<file path="config.mk">
export PLATFORM = sky130hd
export DESIGN_NAME = instruction_subset_decode
export DESIGN_NICKNAME = d
export VERILOG_FILES = /design/src/logic/isd_pkg.sv /design/src/logic/instruction_subset_decode.sv
export VERILOG_INCLUDE_DIRS = /design/src /design/src/logic
export SDC_FILE = /design/constraint.sdc
export NUM_CORES = 2
export LEC_CHECK = 0
export BUFFER_PORTS_ARGS = -buffer_cell sky130_fd_sc_hd__buf_4
export CAP_MARGIN = 20
export CORE_UTILIZATION = 34
export CTS_CLUSTER_SIZE = 12
export DETAILED_ROUTE_END_ITERATION = 10
export PLACE_DENSITY = 0.6
export SYNTH_ARGS = -nofsm -noshare
export SYNTH_HDL_FRONTEND = slang
export SYNTH_SLANG_ARGS = --single-unit
</file>
<file path="constraint.sdc">
create_clock -name aclk -period 14.7 [get_ports aclk]
set_clock_uncertainty 0.05 [all_clocks]
set_input_delay 1.47 -clock aclk [delete_from_list [all_inputs] [get_ports aclk]]
set_output_delay 1.47 -clock aclk [all_outputs]
set_load 0.1 [all_outputs]
</file>
<file path="src/logic/isd_cfg.svh">
`ifndef ISD_CFG_SVH
`define ISD_CFG_SVH
// register byte offsets
`define ADDR_INSTR 4'h0
`define ADDR_WREG 4'h4
`define ADDR_STATUS 4'h8
`define ADDR_FADDR 4'hc
// status field positions
`define ST_C 0
`define ST_DIGIT_CARRY 1
`define ST_Z 2
`define ST_POWER_DOWN 3
`define ST_EXPIRY 4
`define ST_SLEEP 5
// reset values
`define STATUS_RST 8'h18
`define WREG_RST 8'h00
`define WATCHDOG_RST 8'h00
`define PRE_RST 8'h00
// timing counts: the prescaler wraps after this value, one watchdog step per wrap
`define PRE_LAST 8'hff
// opcodes
`define OP_SLEEP 14'h0063
`define RESP_OKAY 2'b00
`define RESP_SLVERR 2'b10
`endif

</file>
<file path="src/logic/isd_pkg.sv">
package isd_pkg;
    typedef enum logic [2:0] {
        OP_NONE = 3'b000,
        OP_IOR = 3'b001,
        OP_LOAD_LIT = 3'b010,
        OP_COPY_FILE = 3'b011,
        OP_STORE_W = 3'b100,
        OP_LIT_MINUS_W = 3'b101,
        OP_SLEEP = 3'b110
    } op_kind_t;
endpackage

</file>
<file path="src/logic/instruction_subset_decode.sv">
// The implementer's own choices: the AXI4-Lite register port and the address map.
`timescale 1ns/10ps
`include "isd_cfg.svh"
////////////////////////////////////////////////////////////////////////
module instruction_subset_decode
    import isd_pkg::*;
#(
    parameter int FILE_DEPTH = 128
) (
    // clock and reset
    input wire logic aclk,
    input wire logic aresetn,
    // write address
    input wire logic [3:0] s_axi_awaddr,
    input wire logic s_axi_awvalid,
    output logic s_axi_awready,
    // write data
    input wire logic [31:0] s_axi_wdata,
    input wire logic [3:0] s_axi_wstrb,
    input wire logic s_axi_wvalid,
    output logic s_axi_wready,
    // write response
    output logic [1:0] s_axi_bresp,
    output logic s_axi_bvalid,
    input wire logic s_axi_bready,
    // read address
    input wire logic [3:0] s_axi_araddr,
    input wire logic s_axi_arvalid,
    output logic s_axi_arready,
    // read data
    output logic [31:0] s_axi_rdata,
    output logic [1:0] s_axi_rresp,
    output logic s_axi_rvalid,
    input wire logic s_axi_rready,
    // core status
    output logic sleep_q,
    output logic [7:0] watchdog_counter_q
);

    ////////////////////////////////////////////////////////////////////////
    // storage
    logic [7:0] file_mem [FILE_DEPTH];
    logic [7:0] wreg_q;
    logic [7:0] status_q;
    logic [7:0] prescale_q;
    logic [6:0] faddr_q;
    logic aw_hold_q;
    logic w_hold_q;
    logic [3:0] awaddr_q;
    logic [31:0] wdata_q;
    logic exec_q;
    logic [13:0] instr_q;

    ////////////////////////////////////////////////////////////////////////
    // decode; don't-care bits are simply not compared
    op_kind_t op;
    always_comb begin
        op = OP_NONE;
        if (instr_q[13:8] == 6'b000100) begin
            op = OP_IOR;
        end else if (instr_q[13:10] == 4'b1100) begin
            op = OP_LOAD_LIT;
        end else if (instr_q[13:8] == 6'b001000) begin
            op = OP_COPY_FILE;
        end else if (instr_q[13:7] == 7'b0000001) begin
            op = OP_STORE_W;
        end else if (instr_q[13:9] == 5'b11110) begin
            op = OP_LIT_MINUS_W;
        end else if (instr_q == `OP_SLEEP) begin
            op = OP_SLEEP;
        end
    end

    logic [6:0] fa;
    logic dest;
    logic [7:0] fval;
    logic [7:0] lit;
    logic [7:0] res;
    logic [8:0] sub9;
    logic [4:0] sub5;
    assign fa = instr_q[6:0];
    assign dest = instr_q[7];
    assign fval = file_mem[fa];
    assign lit = instr_q[7:0];
    // literal + ~w + 1; carry out means no borrow
    assign sub9 = {1'b0, lit} + {1'b0, ~wreg_q} + 9'h001;
    assign sub5 = {1'b0, lit[3:0]} + {1'b0, ~wreg_q[3:0]} + 5'h01;

    // result selection per operation
    always_comb begin
        case (op)
            OP_IOR: res = wreg_q | fval;
            OP_COPY_FILE: res = fval;
            OP_LIT_MINUS_W: res = sub9[7:0];
            OP_LOAD_LIT: res = lit;
            default: res = wreg_q;
        endcase
    end

    logic run;
    assign run = exec_q && !sleep_q;

    ////////////////////////////////////////////////////////////////////////
    // working register
    always_ff @(posedge aclk) begin
        if (!aresetn) begin
            wreg_q <= `WREG_RST;
        end else if (run && (op == OP_LOAD_LIT || op == OP_LIT_MINUS_W)) begin
            wreg_q <= res;
        end else if (run && (op == OP_IOR || op == OP_COPY_FILE) && !dest) begin
            wreg_q <= res;
        end else if (aw_hold_q && w_hold_q && awaddr_q == `ADDR_WREG && !s_axi_bvalid
                && !sleep_q) begin
            // a halted core keeps its working register, even against the bus
            wreg_q <= wdata_q[7:0];
        end
    end

    ////////////////////////////////////////////////////////////////////////
    // file memory, no reset: contents are undefined at power-up
    always_ff @(posedge aclk) begin
        if (run && op == OP_STORE_W) begin
            file_mem[fa] <= wreg_q;
        end else if (run && (op == OP_IOR || op == OP_COPY_FILE) && dest) begin
            file_mem[fa] <= res;
        end
    end

    ////////////////////////////////////////////////////////////////////////
    // status flags
    always_ff @(posedge aclk) begin
        if (!aresetn) begin
            status_q <= `STATUS_RST;
        end else if (run) begin
            case (op)
                OP_IOR, OP_COPY_FILE: status_q[`ST_Z] <= (res == 8'h00);
                OP_LIT_MINUS_W: begin
                    status_q[`ST_C] <= sub9[8];
                    status_q[`ST_DIGIT_CARRY] <= sub5[4];
                    status_q[`ST_Z] <= (sub9[7:0] == 8'h00);
                end
                OP_SLEEP: begin
                    status_q[`ST_POWER_DOWN] <= 1'b0;
                    status_q[`ST_EXPIRY] <= 1'b1;
                end
                default: status_q <= status_q;
            endcase
        end
    end

    ////////////////////////////////////////////////////////////////////////
    // watchdog and prescaler; free-run while awake, frozen asleep
    always_ff @(posedge aclk) begin
        if (!aresetn) begin
            watchdog_counter_q <= `WATCHDOG_RST;
            prescale_q <= `PRE_RST;
            sleep_q <= 1'b0;
        end else if (run && op == OP_SLEEP) begin
            watchdog_counter_q <= `WATCHDOG_RST;
            prescale_q <= `PRE_RST;
            sleep_q <= 1'b1;
        end else if (!sleep_q) begin
            prescale_q <= prescale_q + 8'h01;
            if (prescale_q == `PRE_LAST) begin
                watchdog_counter_q <= watchdog_counter_q + 8'h01;
            end
        end
    end

    ////////////////////////////////////////////////////////////////////////
    // axi write channel; address and data taken in either order
    logic wr_go;
    assign wr_go = aw_hold_q && w_hold_q && !s_axi_bvalid;
    always_ff @(posedge aclk) begin
        if (!aresetn) begin
            aw_hold_q <= 1'b0;
            w_hold_q <= 1'b0;
            awaddr_q <= 4'h0;
            wdata_q <= 32'h0;
            s_axi_awready <= 1'b0;
            s_axi_wready <= 1'b0;
            s_axi_bvalid <= 1'b0;
            s_axi_bresp <= `RESP_OKAY;
        end else begin
            s_axi_awready <= !aw_hold_q && !s_axi_awready && s_axi_awvalid;
            s_axi_wready <= !w_hold_q && !s_axi_wready && s_axi_wvalid;
            if (s_axi_awvalid && s_axi_awready) begin
                aw_hold_q <= 1'b1;
                awaddr_q <= s_axi_awaddr;
            end
            if (s_axi_wvalid && s_axi_wready) begin
                w_hold_q <= 1'b1;
                wdata_q <= s_axi_wdata;
            end
            if (wr_go) begin
                s_axi_bvalid <= 1'b1;
                s_axi_bresp <= (awaddr_q == `ADDR_INSTR || awaddr_q == `ADDR_WREG
                    || awaddr_q == `ADDR_FADDR) ? `RESP_OKAY : `RESP_SLVERR;
            end else if (s_axi_bvalid && s_axi_bready) begin
                s_axi_bvalid <= 1'b0;
                aw_hold_q <= 1'b0;
                w_hold_q <= 1'b0;
            end
        end
    end

    // instruction issue: a write to the instruction register executes once
    always_ff @(posedge aclk) begin
        if (!aresetn) begin
            exec_q <= 1'b0;
            instr_q <= 14'h0;
            faddr_q <= 7'h0;
        end else begin
            exec_q <= wr_go && awaddr_q == `ADDR_INSTR;
            if (wr_go && awaddr_q == `ADDR_INSTR) begin
                instr_q <= wdata_q[13:0];
            end
            if (wr_go && awaddr_q == `ADDR_FADDR) begin
                faddr_q <= wdata_q[6:0];
            end
        end
    end

    ////////////////////////////////////////////////////////////////////////
    // axi read channel, one cycle from address to data
    always_ff @(posedge aclk) begin
        if (!aresetn) begin
            s_axi_arready <= 1'b0;
            s_axi_rvalid <= 1'b0;
            s_axi_rdata <= 32'h0;
            s_axi_rresp <= `RESP_OKAY;
        end else begin
            s_axi_arready <= !s_axi_rvalid && !s_axi_arready && s_axi_arvalid;
            if (s_axi_arvalid && s_axi_arready) begin
                s_axi_rvalid <= 1'b1;
                s_axi_rresp <= `RESP_OKAY;
                case (s_axi_araddr)
                    `ADDR_INSTR: s_axi_rdata <= {18'h0, instr_q};
                    `ADDR_WREG: s_axi_rdata <= {24'h0, wreg_q};
                    `ADDR_STATUS: s_axi_rdata <= {24'h0, status_q[7:6], sleep_q,
                        status_q[4:0]};
                    `ADDR_FADDR: s_axi_rdata <= {16'h0, file_mem[faddr_q], 1'b0, faddr_q};
                    default: begin
                        s_axi_rdata <= 32'h0;
                        s_axi_rresp <= `RESP_SLVERR;
                    end
                endcase
            end else if (s_axi_rvalid && s_axi_rready) begin
                s_axi_rvalid <= 1'b0;
            end
        end
    end

    ////////////////////////////////////////////////////////////////////////
    // checks
    // datapath results, one cycle after the executing edge; the literal-load decode on the same edge
    a_or_zero: assert property (@(posedge aclk) disable iff (!aresetn)
        run && op == OP_IOR |=> status_q[`ST_Z] == ($past(res) == 8'h00))
        else $error("or zero flag wrong");
    a_or_dest: assert property (@(posedge aclk) disable iff (!aresetn)
        run && op == OP_IOR && !dest |=> wreg_q == $past(res))
        else $error("or result not in working");
    a_or_file: assert property (@(posedge aclk) disable iff (!aresetn)
        run && op == OP_IOR && dest |=> file_mem[fa] == $past(res) && $stable(wreg_q))
        else $error("or result not in file");
    a_literal_load: assert property (@(posedge aclk) disable iff (!aresetn)
        run && op == OP_LOAD_LIT |=> wreg_q == $past(lit) && $stable(status_q))
        else $error("literal load wrong");
    a_load_decode: assert property (@(posedge aclk) disable iff (!aresetn)
        exec_q && instr_q[13:10] == 4'b1100 |-> op == OP_LOAD_LIT)
        else $error("literal load not decoded");
    a_copy_zero: assert property (@(posedge aclk) disable iff (!aresetn)
        run && op == OP_COPY_FILE |=> status_q[`ST_Z] == ($past(fval) == 8'h00))
        else $error("copy zero flag wrong");
    a_copy_dest: assert property (@(posedge aclk) disable iff (!aresetn)
        run && op == OP_COPY_FILE && !dest |=> wreg_q == $past(fval))
        else $error("copy not in working");
    a_copy_self: assert property (@(posedge aclk) disable iff (!aresetn)
        run && op == OP_COPY_FILE && dest |=> file_mem[fa] == $past(fval) && $stable(wreg_q))
        else $error("copy onto itself changed data");
    a_store_write: assert property (@(posedge aclk) disable iff (!aresetn)
        run && op == OP_STORE_W |=> file_mem[fa] == $past(wreg_q))
        else $error("store missed the file");
    a_store_flags: assert property (@(posedge aclk) disable iff (!aresetn)
        run && op == OP_STORE_W |=> $stable(status_q) && $stable(wreg_q))
        else $error("store changed flags");
    a_sub_result: assert property (@(posedge aclk) disable iff (!aresetn)
        run && op == OP_LIT_MINUS_W |=> wreg_q == 8'($past(lit) - $past(wreg_q)))
        else $error("subtract result wrong");
    a_sub_carry: assert property (@(posedge aclk) disable iff (!aresetn)
        run && op == OP_LIT_MINUS_W |=> status_q[`ST_C] == ($past(lit) >= $past(wreg_q)))
        else $error("subtract carry wrong");
    a_sub_digit: assert property (@(posedge aclk) disable iff (!aresetn)
        run && op == OP_LIT_MINUS_W |=>
            status_q[`ST_DIGIT_CARRY] == ($past(lit[3:0]) >= $past(wreg_q[3:0])))
        else $error("subtract digit carry wrong");
    a_sub_zero: assert property (@(posedge aclk) disable iff (!aresetn)
        run && op == OP_LIT_MINUS_W |=> status_q[`ST_Z] == ($past(lit) == $past(wreg_q)))
        else $error("subtract zero flag wrong");

    // power-down and issue
    a_sleep_flags: assert property (@(posedge aclk) disable iff (!aresetn)
        run && op == OP_SLEEP |=> !status_q[`ST_POWER_DOWN] && status_q[`ST_EXPIRY])
        else $error("power-down flags wrong");
    a_sleep_watchdog: assert property (@(posedge aclk) disable iff (!aresetn)
        run && op == OP_SLEEP |=> watchdog_counter_q == 8'h00 && prescale_q == 8'h00)
        else $error("watchdog not cleared");
    a_sleep_halt: assert property (@(posedge aclk) disable iff (!aresetn)
        sleep_q |=> sleep_q && $stable(wreg_q) && $stable(watchdog_counter_q))
        else $error("core ran while asleep");
    a_exec_pulse: assert property (@(posedge aclk) disable iff (!aresetn)
        exec_q |=> !exec_q)
        else $error("one write executed twice");

    // bus answers stand until taken; readies are single pulses
    a_resp_hold: assert property (@(posedge aclk) disable iff (!aresetn)
        s_axi_bvalid && !s_axi_bready |=> s_axi_bvalid && $stable(s_axi_bresp))
        else $error("write response dropped");
    a_read_hold: assert property (@(posedge aclk) disable iff (!aresetn)
        s_axi_rvalid && !s_axi_rready |=> s_axi_rvalid && $stable(s_axi_rdata))
        else $error("read data dropped");
    a_ready_pulse: assert property (@(posedge aclk) disable iff (!aresetn)
        s_axi_awready |=> !s_axi_awready)
        else $error("write address ready held");
    a_read_ready_pulse: assert property (@(posedge aclk) disable iff (!aresetn)
        s_axi_arready |=> !s_axi_arready)
        else $error("read address ready held");

    // main scenarios
    c_sleep: cover property (@(posedge aclk) run && op == OP_SLEEP);
    c_sub_zero: cover property (@(posedge aclk) run && op == OP_LIT_MINUS_W && sub9[7:0] == 8'h00);
    c_copy_self: cover property (@(posedge aclk) run && op == OP_COPY_FILE && dest);
    c_load_dontcare: cover property (@(posedge aclk) run && op == OP_LOAD_LIT && instr_q[9:8] == 2'b11);
    c_store: cover property (@(posedge aclk) run && op == OP_STORE_W);

endmodule // instruction_subset_decode

</file>
==> run summary <==
• finished with violations — run status
• design-rule violations — failing checks
• 172 MHz — highest clock frequency the design can meet
• 144 — cell row count
• 13900 — Filler Cell Count
• 0 — count of yosys warnings during synthesis
• 3950 — DRT iter0 DRCs
• 15070 ps — data required time at the worst endpoint
• 0 — Gates resized, CTS repair
• 0 — number of maximum-capacitance constraint violations
• edfxtp_1 58%, mux4_2 25%, dfxtp_1 4.1% — ranking of synthesized cells by area
• 113 — pin count of the biggest net entering global routing
• 18.2 um2 — mean area per synthesized cell
• 163 mm — routed wire length
• nor4_1 — Critical-path top delay cell
• 0.0329 mm2 — register area
• 101 — top-level I/O count
• 30400 — vias in the first global route
• 55.4% — power share of the sequential group
• false — unrepaired setup endpoints after global routing
• 60 ps — clock transition at the registers of the reported paths
• flip-flop — crit path launch type
• 20.6% — total global-route track usage
• 30.8% — fraction of layout cells with a size suffix above 1
• 6180 ps — data arrival time of the critical path
• 5 — antenna violations before repair
• 0.274% — adder-cell area share of the yosys netlist
• 0% — asr flop ratio synth
• 0 — sum of overflow across all layers after global routing
• 1300 ps — pin slew with the least headroom to its limit
• 0 — number of endpoints with negative hold slack in the final report
• 0.157 mm2 — die area
• 4.50% — share of synthesized cell area in and, or, nand and nor gates
• 105 mW/mm2 — PD cells
• 0.0903 mV — VDD IR max
• 0.0595 mm2 — area of all placed cells without fillers
• buf_12 -> nor2_1 -> buf_4 -> a22oi_1 -> a31oi_1 -> o21a_1 -> nor4_1 -> and3_1 -> nand2b_1 -> mux2_4 -> buf_4 — cells along the critical path
• reg -> reg — WS Path Type
• 43.8% — portion of total power attributed to the clock network
• 27.0% — multiplexer fraction of the synthesized cell area
• 1.28 mW — NetSw
• 5.99 — mean number of vias per cell
• 1132 — clk sink count
• 105 mm — detailed-placement wirelength estimate
• 15.5 nW — leak pwr
• 114 — number of buffers created by CTS
• 4.98 mW — cell internal power dissipation
• 0 — count of buffers added by post-CTS timing repair for setup
• 27.8% — GR met1 Demand/Resource
• met2 — global route hottest layer
• flip-flop — crit end category
• 3 — worst path bufs/invs
• 32.1% — Global Route met2 Usage
• 3 — CTS H-Tree Depth
• multiplexers — combinational family with the most area after synthesis
• 760 ps — worst skew pair latency
• 58.0% — share of the synthesized area in the top cell type
• 20.4% — sw frac
• 397 um — Die Wd
• reg -> reg — type of the most critical hold path
• 397 um — die height
• 39.6% — post-route fraction of the period consumed by the critical path
• 0.154 mm2 — core area
• 4911 — Placed Cells
• 231 mm — first-pass GRT wire length
• 1024 — number of enable flip-flop cells after synthesis
• done — CTS tree
• 0 — Max Transition Viols Final
• 1132 — total of flip-flops plus latches after synthesis
• 0.907 — RePlAce Congestion
• 0 — number of buffers added to fix hold violations after cts
• 10 — router iterations before antenna repair
• 12.2% — Area growth syn-to-layout
• 85 — peak fanout along the critical path
• edfxtp_1 — most used flip-flop cell after synthesis
• edfxtp_1 — Synth area leader
• 0.0530 mm2 — Cell Area, Synth
• 0 ps — final-layout setup total negative slack
• 5125 — final cell count without fillers
• buf_4 — Crit path top cell by count
• 3 — Longest Clk Path Bufs
• 0.0559 mm2 — total cell area at the placement stage
• 19 — number of remaining DRC errors
• 62.1% — share of synthesized area occupied by flip-flops and latches
• 0 — antenna violation net count after detailed routing
• 3.31% — compound-gate portion of the synthesized area
• 34.3% — initial core utilization
• clkbuf_16 — Clk Tree Root Cell
• 2913 — instance count of the mapped netlist
• 0.331% — fraction of synthesized cell area in xor and xnor cells
• simple AND/OR/NAND/NOR gates — Worst path top cell family by delay
• 60 — count of port buffers added during placement
• 3.98% — fraction of met3 tracks used by global routing
• 0 — final setup vio count
• 30700 — count of vias placed by the detailed router
• 31.7 um — average detailed-routed wire length per instance
• 0.0189 mm2 — area of combinational cells with multiple inputs
• 5820 ps — post-route minimum period
• 13.1% — Max-Slew Margin vs Limit
• 3059 — # nets final
• 80 — number of distinct library cells after synthesis
• 0 — Ant. Diodes
• 0.9% — portion of total power attributed to combinational logic
• 920 ps — CP max stage delay
## cell type report
type | count | area share, %
Clock buffer | 162 | 5.34
Clock inverter | 38 | 0.391
Inverter | 24 | 0.151
Multi-Input combinational cell | 1538 | 31.9
Sequential cell | 1132 | 55.4
Tap cell | 2044 | 4.30
Timing Repair Buffer | 187 | 2.58
## placed cells by master, fill, tap and decap left out, types with 6 or more instances in the layout
cell type and n:
mux2i_1 106, clkinv_1 22, o21ai_0 23, a221oi_1 10, xor2_1 12, nor2_1 211, nand2b_1 18, a2111oi_0 6
mux4_2 580, xnor2_1 8, nand2_1 155, nand4_1 8, clkbuf_16 117, clkbuf_1 36, nor3_1 18, a211oi_1 12
clkinv_2 11, dfxtp_1 99, nor2b_1 20, a31oi_1 9, buf_4 163, dfxtp_4 7, buf_6 15, clkbuf_8 9
nor4_1 9, o21a_1 8, nand3_1 53, conb_1 18, a21oi_1 64, ha_1 10, mux2_2 8, edfxtp_1 1024
inv_1 19, a22oi_1 45, and3_1 13, a21o_1 6, o211ai_1 10
## logic make-up (layout without fill, tap and decap cells)
| family | count (synthesis) | in the layout |
|---|---|---|
| simple gates | 536 | 536 |
| xor+xnor | 20 | 20 |
| other cells | 1 | 18 |
| mux | 699 | 699 |
| flops | 1132 | 1132 |
| compound gates | 254 | 254 |
| buf+inv | 260 | 411 |
| fa+ha+maj | 11 | 11 |
## power by group through the flow
stage | registers (mW) | logic, mW | clock network [mW]
CTS | 3.46 | 0.0545 | 2.77
floorplan | 3.54 | 0.0388 | 0
global route | 3.46 | 0.0573 | 2.88
global placement | 3.53 | 0.0542 | 0
finish | 3.46 | 0.0543 | 2.74
detailed placement | 3.53 | 0.0544 | 0
## worst register-to-register path, cell delays in order (launching register included)
cell and delay, ps:
dfxtp_4 800, buf_12 640, nor2_1 450, buf_4 290, a22oi_1 170, a31oi_1 100, o21a_1 160, nor4_1 920
and3_1 350, nand2b_1 180, mux2_4 610, buf_4 690
## registers in the layout, indices dropped and copies added (netlist names), 7 cells and up, named ones only
register / flops
faddr_q: 7
file_mem: 1024
instr_q: 14
prescale_q: 8
s_axi_rdata: 16
watchdog_counter_q: 8
wdata_q: 14
wreg_q: 8
## final timing paths
check | cells after the start | startpoint | slack, ps | end
setup reg to reg | 11 | flip-flop | 8880 | file_mem[86][0]
setup / recovery | 11 | flip-flop | 8880 | file_mem[86][0]
hold reg to reg | 1 | w_hold_q | 400 | s_axi_wready
hold / removal | 1 | w_hold_q | 400 | s_axi_wready
## metal layers
layer  part of all wire, %  wire length [um]
met1                    39             63600
met2                    46             75500
met4                   5.1              8220
met3                   9.4             15300
met5                 0.025                41
## synthesized netlist by cell type, drive strengths merged (5+ instances only)
| cell | n |
|---|---|
| a2111oi | 8 |
| a211oi | 12 |
| a21o | 6 |
| a21oi | 67 |
| a221oi | 10 |
| a22oi | 45 |
| a31oi | 10 |
| and2 | 5 |
| and3 | 13 |
| buf | 124 |
| clkbuf | 112 |
| dfxtp | 108 |
| edfxtp | 1024 |
| ha | 10 |
| inv | 23 |
| mux2 | 10 |
| mux2i | 106 |
| mux4 | 583 |
| nand2 | 156 |
| nand2b | 18 |
| nand3 | 53 |
| nand4 | 8 |
| nor2 | 212 |
| nor2b | 22 |
| nor3 | 18 |
| nor4 | 11 |
| o211ai | 10 |
| o21a | 8 |
| o21ai | 29 |
| o311ai | 6 |
| xnor2 | 8 |
| xor2 | 12 |
## per-stage QoR
step	hold slack, ps	power, mW	worst slack [ps]	util [%]
global placement	391	3.58	8930	36.1
detailed placement	395	3.58	8820	36.2
CTS	406	6.29	8800	38.4
finish	400	6.25	8880	38.5
global route	424	6.40	8700	38.5
floorplan	370	3.58	6540	-
Power figures use the tool's default switching activity.
